## src/rtl/frwp_defs.vh

```
`ifndef FRWP_DEFS_VH
`define FRWP_DEFS_VH
// register byte addresses (printed offsets)
`define FRWP_ADDR_BLOCK_CMP    16'hFFA6
`define FRWP_ADDR_END_CMP      16'hFFA7
`define FRWP_ADDR_PROG_BUF     16'hFFA8
// extra registers
`define FRWP_ADDR_CTRL         16'hFFAC
`define FRWP_ADDR_STATUS       16'hFFB0
`define FRWP_ADDR_PTR          16'hFFB4
// reset values
`define FRWP_RST_BYTE          8'h00
`define FRWP_RST_PROTECT       8'hFF
// protect byte location in flash
`define FRWP_PROTECT_ADDR      16'h0081
// field positions
`define FRWP_SEL_MSB           6
`define FRWP_SEL_LSB           2
`define FRWP_CTRL_SELF_BIT     0
`define FRWP_CTRL_START_BIT    1
`define FRWP_CTRL_LOAD_BIT     2
`define FRWP_STAT_WEPR_BIT     2
`define FRWP_STAT_BUSY_BIT     7
`endif

```

## src/rtl/frwp_top.v

```verilog
// Implementation choice: the APB slave port.
`timescale 1ns/1ps
`include "frwp_defs.vh"

module frwp_top #(
    parameter NBLK = 16
) (
    input  wire        pclk,
    input  wire        presetn,
    input  wire        psel,
    input  wire        penable,
    input  wire        pwrite,
    input  wire [15:0] paddr,
    input  wire [31:0] pwdata,
    input  wire [3:0]  pstrb,
    output reg  [31:0] prdata,
    output reg         pready,
    output reg         pslverr,
    output reg  [15:0] flash_addr,
    output reg         flash_rd,
    input  wire [7:0]  flash_rdata,
    output reg         flash_step,
    output reg  [7:0]  flash_wdata
);

    localparam ST_IDLE = 2'b00;
    localparam ST_LOAD = 2'b01;
    localparam ST_RUN  = 2'b10;

    reg  [7:0] block_compare_q;
    reg  [7:0] end_address_compare_q;
    reg  [7:0] program_byte_buffer_q;
    reg  [7:0] block_pointer_q;
    reg  [7:0] low_address_pointer_q;
    reg  [7:0] protect_byte_q;
    reg        self_mode_q;
    reg        busy_q;
    reg        wepr_err_q;
    reg  [1:0] state_q;
    reg  [1:0] state_d;
    wire       setup;
    wire       wr;
    wire       rd;
    wire [4:0] sel;
    wire       blk_prot;
    wire       start;
    wire       load;
    wire       at_end;
    wire [2:0] reg_idx;
    wire       hit_blk;
    wire       hit_end;
    wire       hit_buf;
    wire       hit_ctrl;
    wire       hit_stat;
    wire       hit_ptr;

    // number of protected low blocks, 0 means none; 32 protects all
    // only the block number is compared, so a wide sentinel covers
    // every variant without knowing its block count
    function [5:0] prot_count;
        input [4:0] code;
        begin
            if (code == 5'h1F) begin
                prot_count = 6'd0;
            end else if (NBLK == 4) begin
                if (code == 5'h0E) prot_count = 6'd4;
                else if (code == 5'h0F) prot_count = 6'd2;
                else prot_count = 6'd32;
            end else if (NBLK == 8) begin
                if (code >= 5'h0C && code <= 5'h0F)
                    prot_count = 6'd8 - {3'b000, code[1:0], 1'b0};
                else prot_count = 6'd32;
            end else begin
                if (code >= 5'h08 && code <= 5'h0F)
                    prot_count = 6'd16 - {2'b00, code[2:0], 1'b0};
                else prot_count = 6'd32;
            end
        end
    endfunction

    // byte-lane merge for whole-byte writes under one lane strobe
    function [7:0] lane_merge;
        input [7:0] old;
        input [7:0] nw;
        input       en;
        begin
            lane_merge = en ? nw : old;
        end
    endfunction

    // register index of a bus address, 0 for an unmapped address
    // shared by the error answer, the read mux and the control, status and pointer write strobes
    function [2:0] reg_index;
        input [15:0] a;
        begin
            if (a == `FRWP_ADDR_BLOCK_CMP) begin
                reg_index = 3'd1;
            end else if (a == `FRWP_ADDR_END_CMP) begin
                reg_index = 3'd2;
            end else if (a == `FRWP_ADDR_PROG_BUF) begin
                reg_index = 3'd3;
            end else if (a == `FRWP_ADDR_CTRL) begin
                reg_index = 3'd4;
            end else if (a == `FRWP_ADDR_STATUS) begin
                reg_index = 3'd5;
            end else if (a == `FRWP_ADDR_PTR) begin
                reg_index = 3'd6;
            end else begin
                reg_index = 3'd0;
            end
        end
    endfunction

    // one-hot register hits from the shared decode
    // paddr is held through setup and access, so one decode serves both
    assign reg_idx  = reg_index(paddr);
    assign hit_blk  = reg_idx == 3'd1;
    assign hit_end  = reg_idx == 3'd2;
    assign hit_buf  = reg_idx == 3'd3;
    assign hit_ctrl = reg_idx == 3'd4;
    assign hit_stat = reg_idx == 3'd5;
    assign hit_ptr  = reg_idx == 3'd6;

    // bus phase qualifiers and sequencer strobes
    // writes land only at the access edge with ready high
    assign setup    = psel & ~penable;
    assign wr       = psel & penable & pwrite & pready;
    assign rd       = setup & ~pwrite;
    assign sel      = protect_byte_q[`FRWP_SEL_MSB:`FRWP_SEL_LSB];
    assign blk_prot = self_mode_q &&
                      ({2'b00, block_pointer_q[3:0]} < prot_count(sel));
    assign start    = wr && hit_ctrl && pwdata[`FRWP_CTRL_START_BIT];
    assign load     = wr && hit_ctrl && pwdata[`FRWP_CTRL_LOAD_BIT];
    assign at_end   = block_pointer_q == block_compare_q &&
                      low_address_pointer_q == end_address_compare_q;

    // apb handshake: no wait state, answer in access cycle
    // ready is a registered copy of setup, so it stands exactly one cycle
    // and back-to-back transfers need no idle cycle between them
    always @(posedge pclk or negedge presetn) begin
        if (!presetn) begin
            pready  <= 1'b0;
            pslverr <= 1'b0;
        end else begin
            pready  <= setup;
            pslverr <= setup && reg_idx == 3'd0;
        end
    end

    // read data mux
    // loaded at the setup edge so data stands while ready is high
    // unmapped reads return zero alongside the error answer
    always @(posedge pclk or negedge presetn) begin
        if (!presetn) begin
            prdata <= 32'h0000_0000;
        end else if (rd) begin
            if (hit_blk) begin
                prdata <= {24'h000000, block_compare_q};
            end else if (hit_end) begin
                prdata <= {24'h000000, end_address_compare_q};
            end else if (hit_buf) begin
                prdata <= {24'h000000, program_byte_buffer_q};
            end else if (hit_ctrl) begin
                prdata <= {16'h0000, protect_byte_q, 7'h00, self_mode_q};
            end else if (hit_stat) begin
                prdata <= {24'h000000, busy_q, 4'h0, wepr_err_q, 2'b00};
            end else if (hit_ptr) begin
                prdata <= {16'h0000, block_pointer_q, low_address_pointer_q};
            end else begin
                prdata <= 32'h0000_0000;
            end
        end
    end

    // software registers
    // lane 0 strobe gates the compare and buffer writes; a cleared strobe leaves
    // them untouched, while the self mode bit is written whatever the strobes
    always @(posedge pclk or negedge presetn) begin
        if (!presetn) begin
            block_compare_q       <= `FRWP_RST_BYTE;
            end_address_compare_q <= `FRWP_RST_BYTE;
            program_byte_buffer_q <= `FRWP_RST_BYTE;
            self_mode_q           <= 1'b0;
        end else if (wr) begin
            if (paddr == `FRWP_ADDR_BLOCK_CMP) begin
                block_compare_q <= lane_merge(block_compare_q, pwdata[7:0], pstrb[0]);
            end else if (paddr == `FRWP_ADDR_END_CMP) begin
                end_address_compare_q <= lane_merge(end_address_compare_q,
                                                    pwdata[7:0], pstrb[0]);
            end else if (paddr == `FRWP_ADDR_PROG_BUF) begin
                program_byte_buffer_q <= lane_merge(program_byte_buffer_q,
                                                    pwdata[7:0], pstrb[0]);
            end else if (paddr == `FRWP_ADDR_CTRL) begin
                self_mode_q <= pwdata[`FRWP_CTRL_SELF_BIT];
            end
        end
    end

    // error flag: set wins over software clear
    // a start refused for a shielded block and a walk into a shielded block both set it
    always @(posedge pclk or negedge presetn) begin
        if (!presetn) begin
            wepr_err_q <= 1'b0;
        end else if (state_q == ST_RUN && start == 1'b0 && blk_prot) begin
            wepr_err_q <= 1'b1;
        end else if (start && blk_prot && state_q == ST_IDLE) begin
            wepr_err_q <= 1'b1;
        end else if (wr && hit_stat &&
                     !pwdata[`FRWP_STAT_WEPR_BIT]) begin
            wepr_err_q <= 1'b0;
        end
    end

    // sequencer state
    // load fetches the protect byte; start walks only in self mode and
    // only when the target block is not shielded
    always @* begin
        state_d = state_q;
        case (state_q)
            ST_IDLE: begin
                if (load) state_d = ST_LOAD;
                else if (start && self_mode_q && !blk_prot) state_d = ST_RUN;
            end
            ST_LOAD: begin
                state_d = ST_IDLE;
            end
            ST_RUN: begin
                if (at_end) state_d = ST_IDLE;
            end
            default: begin
                state_d = ST_IDLE;
            end
        endcase
    end

    // pointers, protect byte capture, flash strobes
    // flash read data is taken at the edge that ends the read pulse
    // pointers stop at the compare values, so reload before each command
    always @(posedge pclk or negedge presetn) begin
        if (!presetn) begin
            state_q               <= ST_IDLE;
            busy_q                <= 1'b0;
            block_pointer_q       <= `FRWP_RST_BYTE;
            low_address_pointer_q <= `FRWP_RST_BYTE;
            protect_byte_q        <= `FRWP_RST_PROTECT;
            flash_addr            <= 16'h0000;
            flash_rd              <= 1'b0;
            flash_step            <= 1'b0;
            flash_wdata           <= 8'h00;
        end else begin
            state_q     <= state_d;
            busy_q      <= state_d == ST_RUN;
            flash_rd    <= 1'b0;
            flash_step  <= 1'b0;
            flash_wdata <= program_byte_buffer_q;
            if (wr && hit_ptr) begin
                if (pstrb[0]) low_address_pointer_q <= pwdata[7:0];
                if (pstrb[1]) block_pointer_q <= pwdata[15:8];
            end
            if (state_q == ST_IDLE && load) begin
                flash_addr <= `FRWP_PROTECT_ADDR;
                flash_rd   <= 1'b1;
            end else if (state_q == ST_LOAD) begin
                protect_byte_q <= flash_rdata;
            end else if (state_q == ST_RUN) begin
                flash_addr <= {block_pointer_q, low_address_pointer_q};
                flash_step <= 1'b1;
                if (!at_end) begin
                    // pointer walks toward the compare value
                    if (low_address_pointer_q == 8'hFF)
                        block_pointer_q <= block_pointer_q + 8'h01;
                    low_address_pointer_q <= low_address_pointer_q + 8'h01;
                end
            end
        end
    end

endmodule // frwp_top

```

## config.mk

```make
export PLATFORM = sky130hd
export DESIGN_NAME = frwp_top
export DESIGN_NICKNAME = d
export VERILOG_FILES = /design/src/rtl/frwp_top.v
export VERILOG_INCLUDE_DIRS = /design/src /design/src/rtl
export SDC_FILE = /design/constraint.sdc
export NUM_CORES = 1
export LEC_CHECK = 0
export ABC_AREA = 1
export BUFFER_PORTS_ARGS = -buffer_cell sky130_fd_sc_hd__buf_4
export CAP_MARGIN = 20
export CORE_ASPECT_RATIO = 1.5
export CORE_MARGIN = 2
export CORE_UTILIZATION = 47
export CTS_BUF_LIST = sky130_fd_sc_hd__clkbuf_4
export CTS_CLUSTER_DIAMETER = 200
export DETAILED_ROUTE_END_ITERATION = 8
export PLACE_DENSITY = 0.71
export SETUP_SLACK_MARGIN = 0.3
export SLEW_MARGIN = 15
export SYNTH_ARGS = -nofsm -noshare
export SYNTH_HDL_FRONTEND = slang
export SYNTH_SLANG_ARGS = --single-unit
export TNS_END_PERCENT = 100
```

## constraint.sdc

```tcl
create_clock -name pclk -period 2.14 [get_ports pclk]
set_input_delay 0.428 -clock pclk [delete_from_list [all_inputs] [get_ports pclk]]
set_output_delay 0.428 -clock pclk [all_outputs]
set_load 0.01 [all_outputs]
```

Word-level counts from Yosys, hierarchy flattened
Cells that the tools add are included.
Operators by class
  $add $sub $neg: 3
  reductions and logical operators: 29
  magnitude comparators: 3
  muxes and demuxes: 41
  eq/ne operators: 20
  bitwise operators: 12
Operators with widths (number)
  16-bit 2-to-1 mux: 9
  8-bit 2-to-1 mux: 13
  16-bit equality test, second input constant: 6
  3-bit 2-to-1 mux: 6
  1-bit logical AND: 17
  8-bit by 1-bit adder with 8-bit output, second input constant: 2
  8-bit equality test: 2
  6-bit 2-to-1 mux: 2
  5-bit AND reduction: 2
  3-bit equality test, second input constant: 3
  8-bit equality test, second input constant: 1
  1-bit 2-to-1 mux: 7
  1-bit NOT: 7
  3-bit by 2-bit equality test with 1-bit output, second input constant: 2
  4-bit by 6-bit less-than comparator with 1-bit output: 1
  2-bit 2-to-1 mux: 3
  5-bit by 4-bit subtractor with 6-bit output, first input constant: 1
  1-bit AND: 5
  5-bit equality test, second input constant: 1
  5-bit by 4-bit >= comparator with 1-bit output, second input constant: 1
  5-bit by 4-bit <= comparator with 1-bit output, second input constant: 1
  2-bit equality test, second input constant: 2
  2-bit case mux with 2 select lines: 1
  2-bit AND reduction: 2
  10 further kinds: 11
Storage, ports and cells
  bits in registers: 113
  logic and storage cells: 125
  input port bits: 65

Longest topological paths before layout
  word-level depth: 16
  mapped depth: 15
  mapped depth without buffers: 15

Least setup slack after synthesis
Ideal clock, no wire load.
  path type: reg-to-reg
  from: register protect_byte_q[2]
  to: register busy_q
  setup time: 0.119 ns
  setup slack: 0.390 ns
  cell stages (with the launch flop): 14
  buffers on the path: 0
  arrival: 1.631 ns
  data required time: 2.021 ns
  cells stage by stage: dfstp_2 ha_1 nand2_1 nand2_1 nand2_1 nor2_1 nand2_1 ha_1 nand2_1 nand2_1 nand2_1 nand2_1 nand3_1 nand2_1
Between the ends
  cells in the longest elaborated chain, start to end: 12
  elaborated cells on any way between the ends: 15
  those cells by class: add/sub: 1; order compare: 3; eq/ne: 2; mux: 5; reduce/logical: 4
Ends and longest elaborated chain
  start: declaration: line frwp_top.v:35  | reg [7:0] protect_byte_q;
  start signal: assignment: line frwp_top.v:245  | protect_byte_q <= `FRWP_RST_PROTECT;
  start signal: assignment: line frwp_top.v:264  | protect_byte_q <= flash_rdata;
  5-bit by 4-bit >= comparator with 1-bit output or 5-bit by 4-bit <= comparator with 1-bit output (tied branches): line frwp_top.v:74  | if (code >= 5'h08 && code <= 5'h0F)
  1-bit logical AND: line frwp_top.v:74
  6-bit 2-to-1 mux: line frwp_top.v:74
  6-bit 2-to-1 mux *: line frwp_top.v:63  | if (code == 5'h1F) begin
  4-bit by 6-bit less-than comparator with 1-bit output *: line frwp_top.v:131  | ({2'b00, block_pointer_q[3:0]} < prot_count(sel));
  1-bit logical AND *: line frwp_top.v:130  | assign blk_prot = self_mode_q &&
  1-bit logical NOT *: line frwp_top.v:222  | else if (start && self_mode_q && !blk_prot) state_d = ST_RUN;
  1-bit logical AND *: line frwp_top.v:222
  2-bit 2-to-1 mux *: line frwp_top.v:222
  2-bit 2-to-1 mux *: line frwp_top.v:221  | if (load) state_d = ST_LOAD;
  2-bit case mux with 2 select lines *: line frwp_top.v:219  | case (state_q)
  2-bit equality test *: line frwp_top.v:252  | busy_q <= state_d == ST_RUN;
  end signal: assignment: line frwp_top.v:242  | busy_q <= 1'b0;
  end signal: assignment: line frwp_top.v:252
  end: declaration: line frwp_top.v:37  | reg busy_q;
Mark *: on every way between the ends. The rest lies on a longest branch, timed or not.
A chain may end at the register's enable or synchronous reset.

Worst setup path after layout
  from: register protect_byte_q[2]
  to: register wepr_err_q
Between the ends
  cells in the longest elaborated chain, start to end: 10
  elaborated cells on any way between the ends: 15
  those cells by class: add/sub: 1; order compare: 3; eq/ne: 1; mux: 4; reduce/logical: 6
Ends and longest elaborated chain
  5-bit by 4-bit >= comparator with 1-bit output or 5-bit by 4-bit <= comparator with 1-bit output (tied branches): line frwp_top.v:74
  1-bit logical AND: line frwp_top.v:74
  6-bit 2-to-1 mux: line frwp_top.v:74
  6-bit 2-to-1 mux *: line frwp_top.v:63
  4-bit by 6-bit less-than comparator with 1-bit output *: line frwp_top.v:131
  1-bit logical AND *: line frwp_top.v:130
  1-bit logical AND (2 in a row): line frwp_top.v:206  | end else if (start && blk_prot && state_q == ST_IDLE) begin
  1-bit 2-to-1 mux: line frwp_top.v:206
  1-bit 2-to-1 mux: line frwp_top.v:204  | end else if (state_q == ST_RUN && start == 1'b0 && blk_prot) begin
  end signal: assignment: line frwp_top.v:203  | wepr_err_q <= 1'b0;
  end signal: assignment: line frwp_top.v:205  | wepr_err_q <= 1'b1;
  end signal: assignment: line frwp_top.v:207  | wepr_err_q <= 1'b1;
  end: declaration: line frwp_top.v:38  | reg wepr_err_q;
Marks and branches as above.

==> run summary <==
The run finished with clean final reports. The mean cell area of the mapped netlist was 7.51 um^2. The critical-path maximum fanout works out to 4. Leaving out fill and tap cells, the most frequent cell in the layout is nand2_1. For the via count of the first global-routing pass, the log shows 4,748. The number of remaining DRC errors is 0, and the required time of the critical path is 2.51 ns. The share of total power dissipated in combinational logic is 8.0%. In the post-synthesis netlist, the biggest area contributors are dfrtp_1, nand2_1, nand3_1. For the max capacitance violation total, the log shows 0. The number of nets in the final layout was 878.

The period utilization was 89.9%. Yosys printed 0 warnings. Clock-pin slew was measured on the worst setup and hold paths at 0.15 ns. Class of the tightest hold or removal check: primary input to register.

For the pin with the worst max-slew slack, the measured transition is 0.725 ns. Walking the worst path, the cells encountered are ha_4 > nand2_2 > nand2_2 > nand2_2 > nor2_4 > nand2_2 > ha_4 > nand2_2 > nand2_1 > nand2_1 > nand2_1 > nand2_1 > nand3_1 > nand2_1. The largest buffer count on any clock path is 2, and the floorplan die area is 12,100 um^2. The share of post-route cells with drive strength above 1 came out at 25.5%.

Power spread over the standard cell area amounts to 486 nW/um^2. Counting the buffers created by CTS gives 9. Cell internal power was estimated by the tool at 2.33 mW. Among all stages on the critical path, the largest delay is contributed by dfstp_2. Dividing the detail-routed via count by the number of cells gives 5.12. The initial utilization of the core area, before any placement, comes to 48.1%. For this run, global-route usage on met3 was measured as 4.10%. For the final database, setup skew stands at 0.0165 ns. The start-to-end type of the worst setup path is register to register. TritonCTS built the clock tree. Leakage dissipation: 3.34 nW. The register bit total from synthesis came out at 97. Data on the critical path arrives at its endpoint at 2.29 ns. The first TritonRoute pass finished after 7 iterations. The total standard cell area after synthesis is 5290 um^2, and the overflow left after global routing is 0. Across the VDD grid, the largest voltage drop is 0.000239 V. Subtracting the final worst setup slack from the clock period gives 1.92 ns. The count of nets left with antenna violations once routing finished came out at 0.

The later pin in the worst-skew pair is clocked with a latency of 0.47 ns. Net switching is 25.5% of the power. The clock net in this run drives a total of 97 sinks.

The tools report the number of distinct library cells after synthesis as 37. The number of DRC markers in iteration 0 is 312. Sequential share of power: 59.5%. The width of the die came out at 90.6 um. Per report_power, the clock group accounts for 32.5% of the total.

In this run the most used layer during global routing was met2. The library cells used most frequently in the layout, excluding fill and tap cells, are nand2_1, buf_4, dfrtp_1. Setup repair after global routing could not meet its margin everywhere. The net switching component of the power came out at 0.796 mW. Weighted congestion at the end of routability-driven global placement: 0.947. The run gives 0 as the final number of max-transition violations. The total count of hold-check failures in the final report was 0. The run gives 26.4% as the met1 layer usage reported by global route. The tools report the wire length of the first global-routing pass as 23.0 mm. The type of destination of the critical path is a register.

The run gives 47 as the total number of placement rows. The largest total area in the synthesized netlist belongs to dfrtp_1. For this run, the total global-route usage over all layers was measured as 24.1%. The initial antenna violation count was 1.

The tools report the total core area as 11,000 um^2. After synthesis, flip-flops and latches occupy 46.1% of the total area. The final worst setup slack is 0.217 ns, and the number of standard cells after synthesis is 704. Summed over all layers, the routed wires come to 14.4 mm.

For the worst relative slew slack, the log shows 51.6%. The H-tree was split into 3 levels. In this run the clock root is driven by a clkbuf_4. The worst setup path is launched from a register. The highest attainable clock frequency was 520 MHz; the maximum number of pins on one net before global-route repair was 47. The total setup violations reported at the end of the flow is 0. The share of the synthesized area in the top cell type was 42.1%; the met2 usage was 44.0%. The average detailed-routed wire length per instance was 15.0 um.

Among cell families on the critical path, the largest total delay comes from simple AND/OR/NAND/NOR gates. For the HPWL reported at the end of detailed placement, the log shows 10.9 mm. The buffering stage count on the worst path with inverters included was 0; the total of buffers placed on input and output ports was 90. The largest single stage delay on the critical path is 0.63 ns. In the final timing run, aggregate negative setup slack is 0 ns. For the I/O pin total, the log shows 125. The floorplan step set the die height to 134 um. Compared with the post-synthesis result, the final layout area differs by 21.5%.

Summing over every cut layer, the via total after detailed routing is 4,914. Pre-CTS worst setup slack: 0.180 ns.
-- timing repair --
action                     in CTS  in global routing
hold endpoints to repair       30                  0
gates resized for setup        10                 24
buffers inserted                5                  6
setup endpoints to repair      19                 19
pin swaps                       7                 13
hold buffers                    1                  0
-- synth_stat cells (all sizes together) --
cell type  count
or2            5
nor4           2
xor2          10
dfrtp         89
clkinv         1
conb           1
nand3b         5
nor2          49
nand3         58
inv           96
o21ai         62
o31ai          1
o211ai         2
ha             6
dfstp          8
o22ai          4
xnor2          2
clkbuf         3
nand4         11
a21oi          5
nand2        243
buf           30
nor3           8
mux2           3
-- layout make-up --
type                       count  area (um^2)
antenna                        1         2.50
clock buffer                  10         75.1
clock inverter                 6         66.3
fill                        1050         4570
inverter                      97          368
multi-input combinational    492         2440
sequential                    97         2450
tap                          147          184
timing repair buffer         110          841
-- power groups by stage --
stage	registers (mW)	clock network (mW)	logic (mW)
3_5_place_dp	1.89	0	0.224
2_1_floorplan	1.89	0	0.100
6_report	1.86	1.02	0.250
5_1_grt	1.86	1.12	0.275
4_1_cts	1.86	1.04	0.235
3_3_place_gp	1.89	0	0.218
-- cell families (layout without fill, tap and decap cells) --
family	count (synthesis)	after routing	synth area share (%)
AOI/OAI and AO/OA	74	74	7.31
and+or+nand+nor	381	381	31.5
adders and majority gates	6	6	1.42
other	1	17	0.0709
DFF	97	97	46.1
buffers and inverters	130	223	11.0
xor gates and xnor gates	12	12	1.99
muxes	3	3	0.639
-- metal layers --
layer  part of all wire (%)  wire, um
met1                     37      5340
met2                     53      7720
met3                    5.0       722
met4                    4.5       650
met5                      0         0
-- flip-flops by register name (all words and copies together) (netlist names), 2 cells and up --
signal,flops
block_compare_q,8
flash_addr,16
program_byte_buffer_q,8
end_address_compare_q,8
state_q,2
low_address_pointer_q,8
block_pointer_q,8
flash_wdata,8
protect_byte_q,8
prdata,16
-- stage by stage --
step | hold WS (ns) | instance area [um^2] | power, mW | utilization, % | cells
CTS | 0.121 | 6300 | 3.13 | 57.3 | 953
global placement | 0.399 | 6060 | 2.11 | 55.1 | 931
global route | 0.115 | 6430 | 3.26 | 58.4 | 960
detailed placement | 0.392 | 6060 | 2.11 | 55.1 | 931
floorplan | 0.132 | 5350 | 1.99 | - | 719
finish | 0.130 | 6430 | 3.13 | 58.4 | 960
-- path summary, 6_finish.rpt --
kind                       slack (ns)           endpoint  depth (start not counted)                startpoint
min in group asynchronous        0.42         flash_step                          2                   presetn
hold / removal                   0.13             pready                          2                   penable
hold reg to reg                  0.43     flash_wdata[5]                          0  program_byte_buffer_q[5]
max in group asynchronous        1.01  protect_byte_q[0]                          3                   presetn
setup reg to reg                 0.22         wepr_err_q                         14         protect_byte_q[2]
setup / recovery                 0.22         wepr_err_q                         14         protect_byte_q[2]
Note: power is estimated with default switching activity, not from simulation.
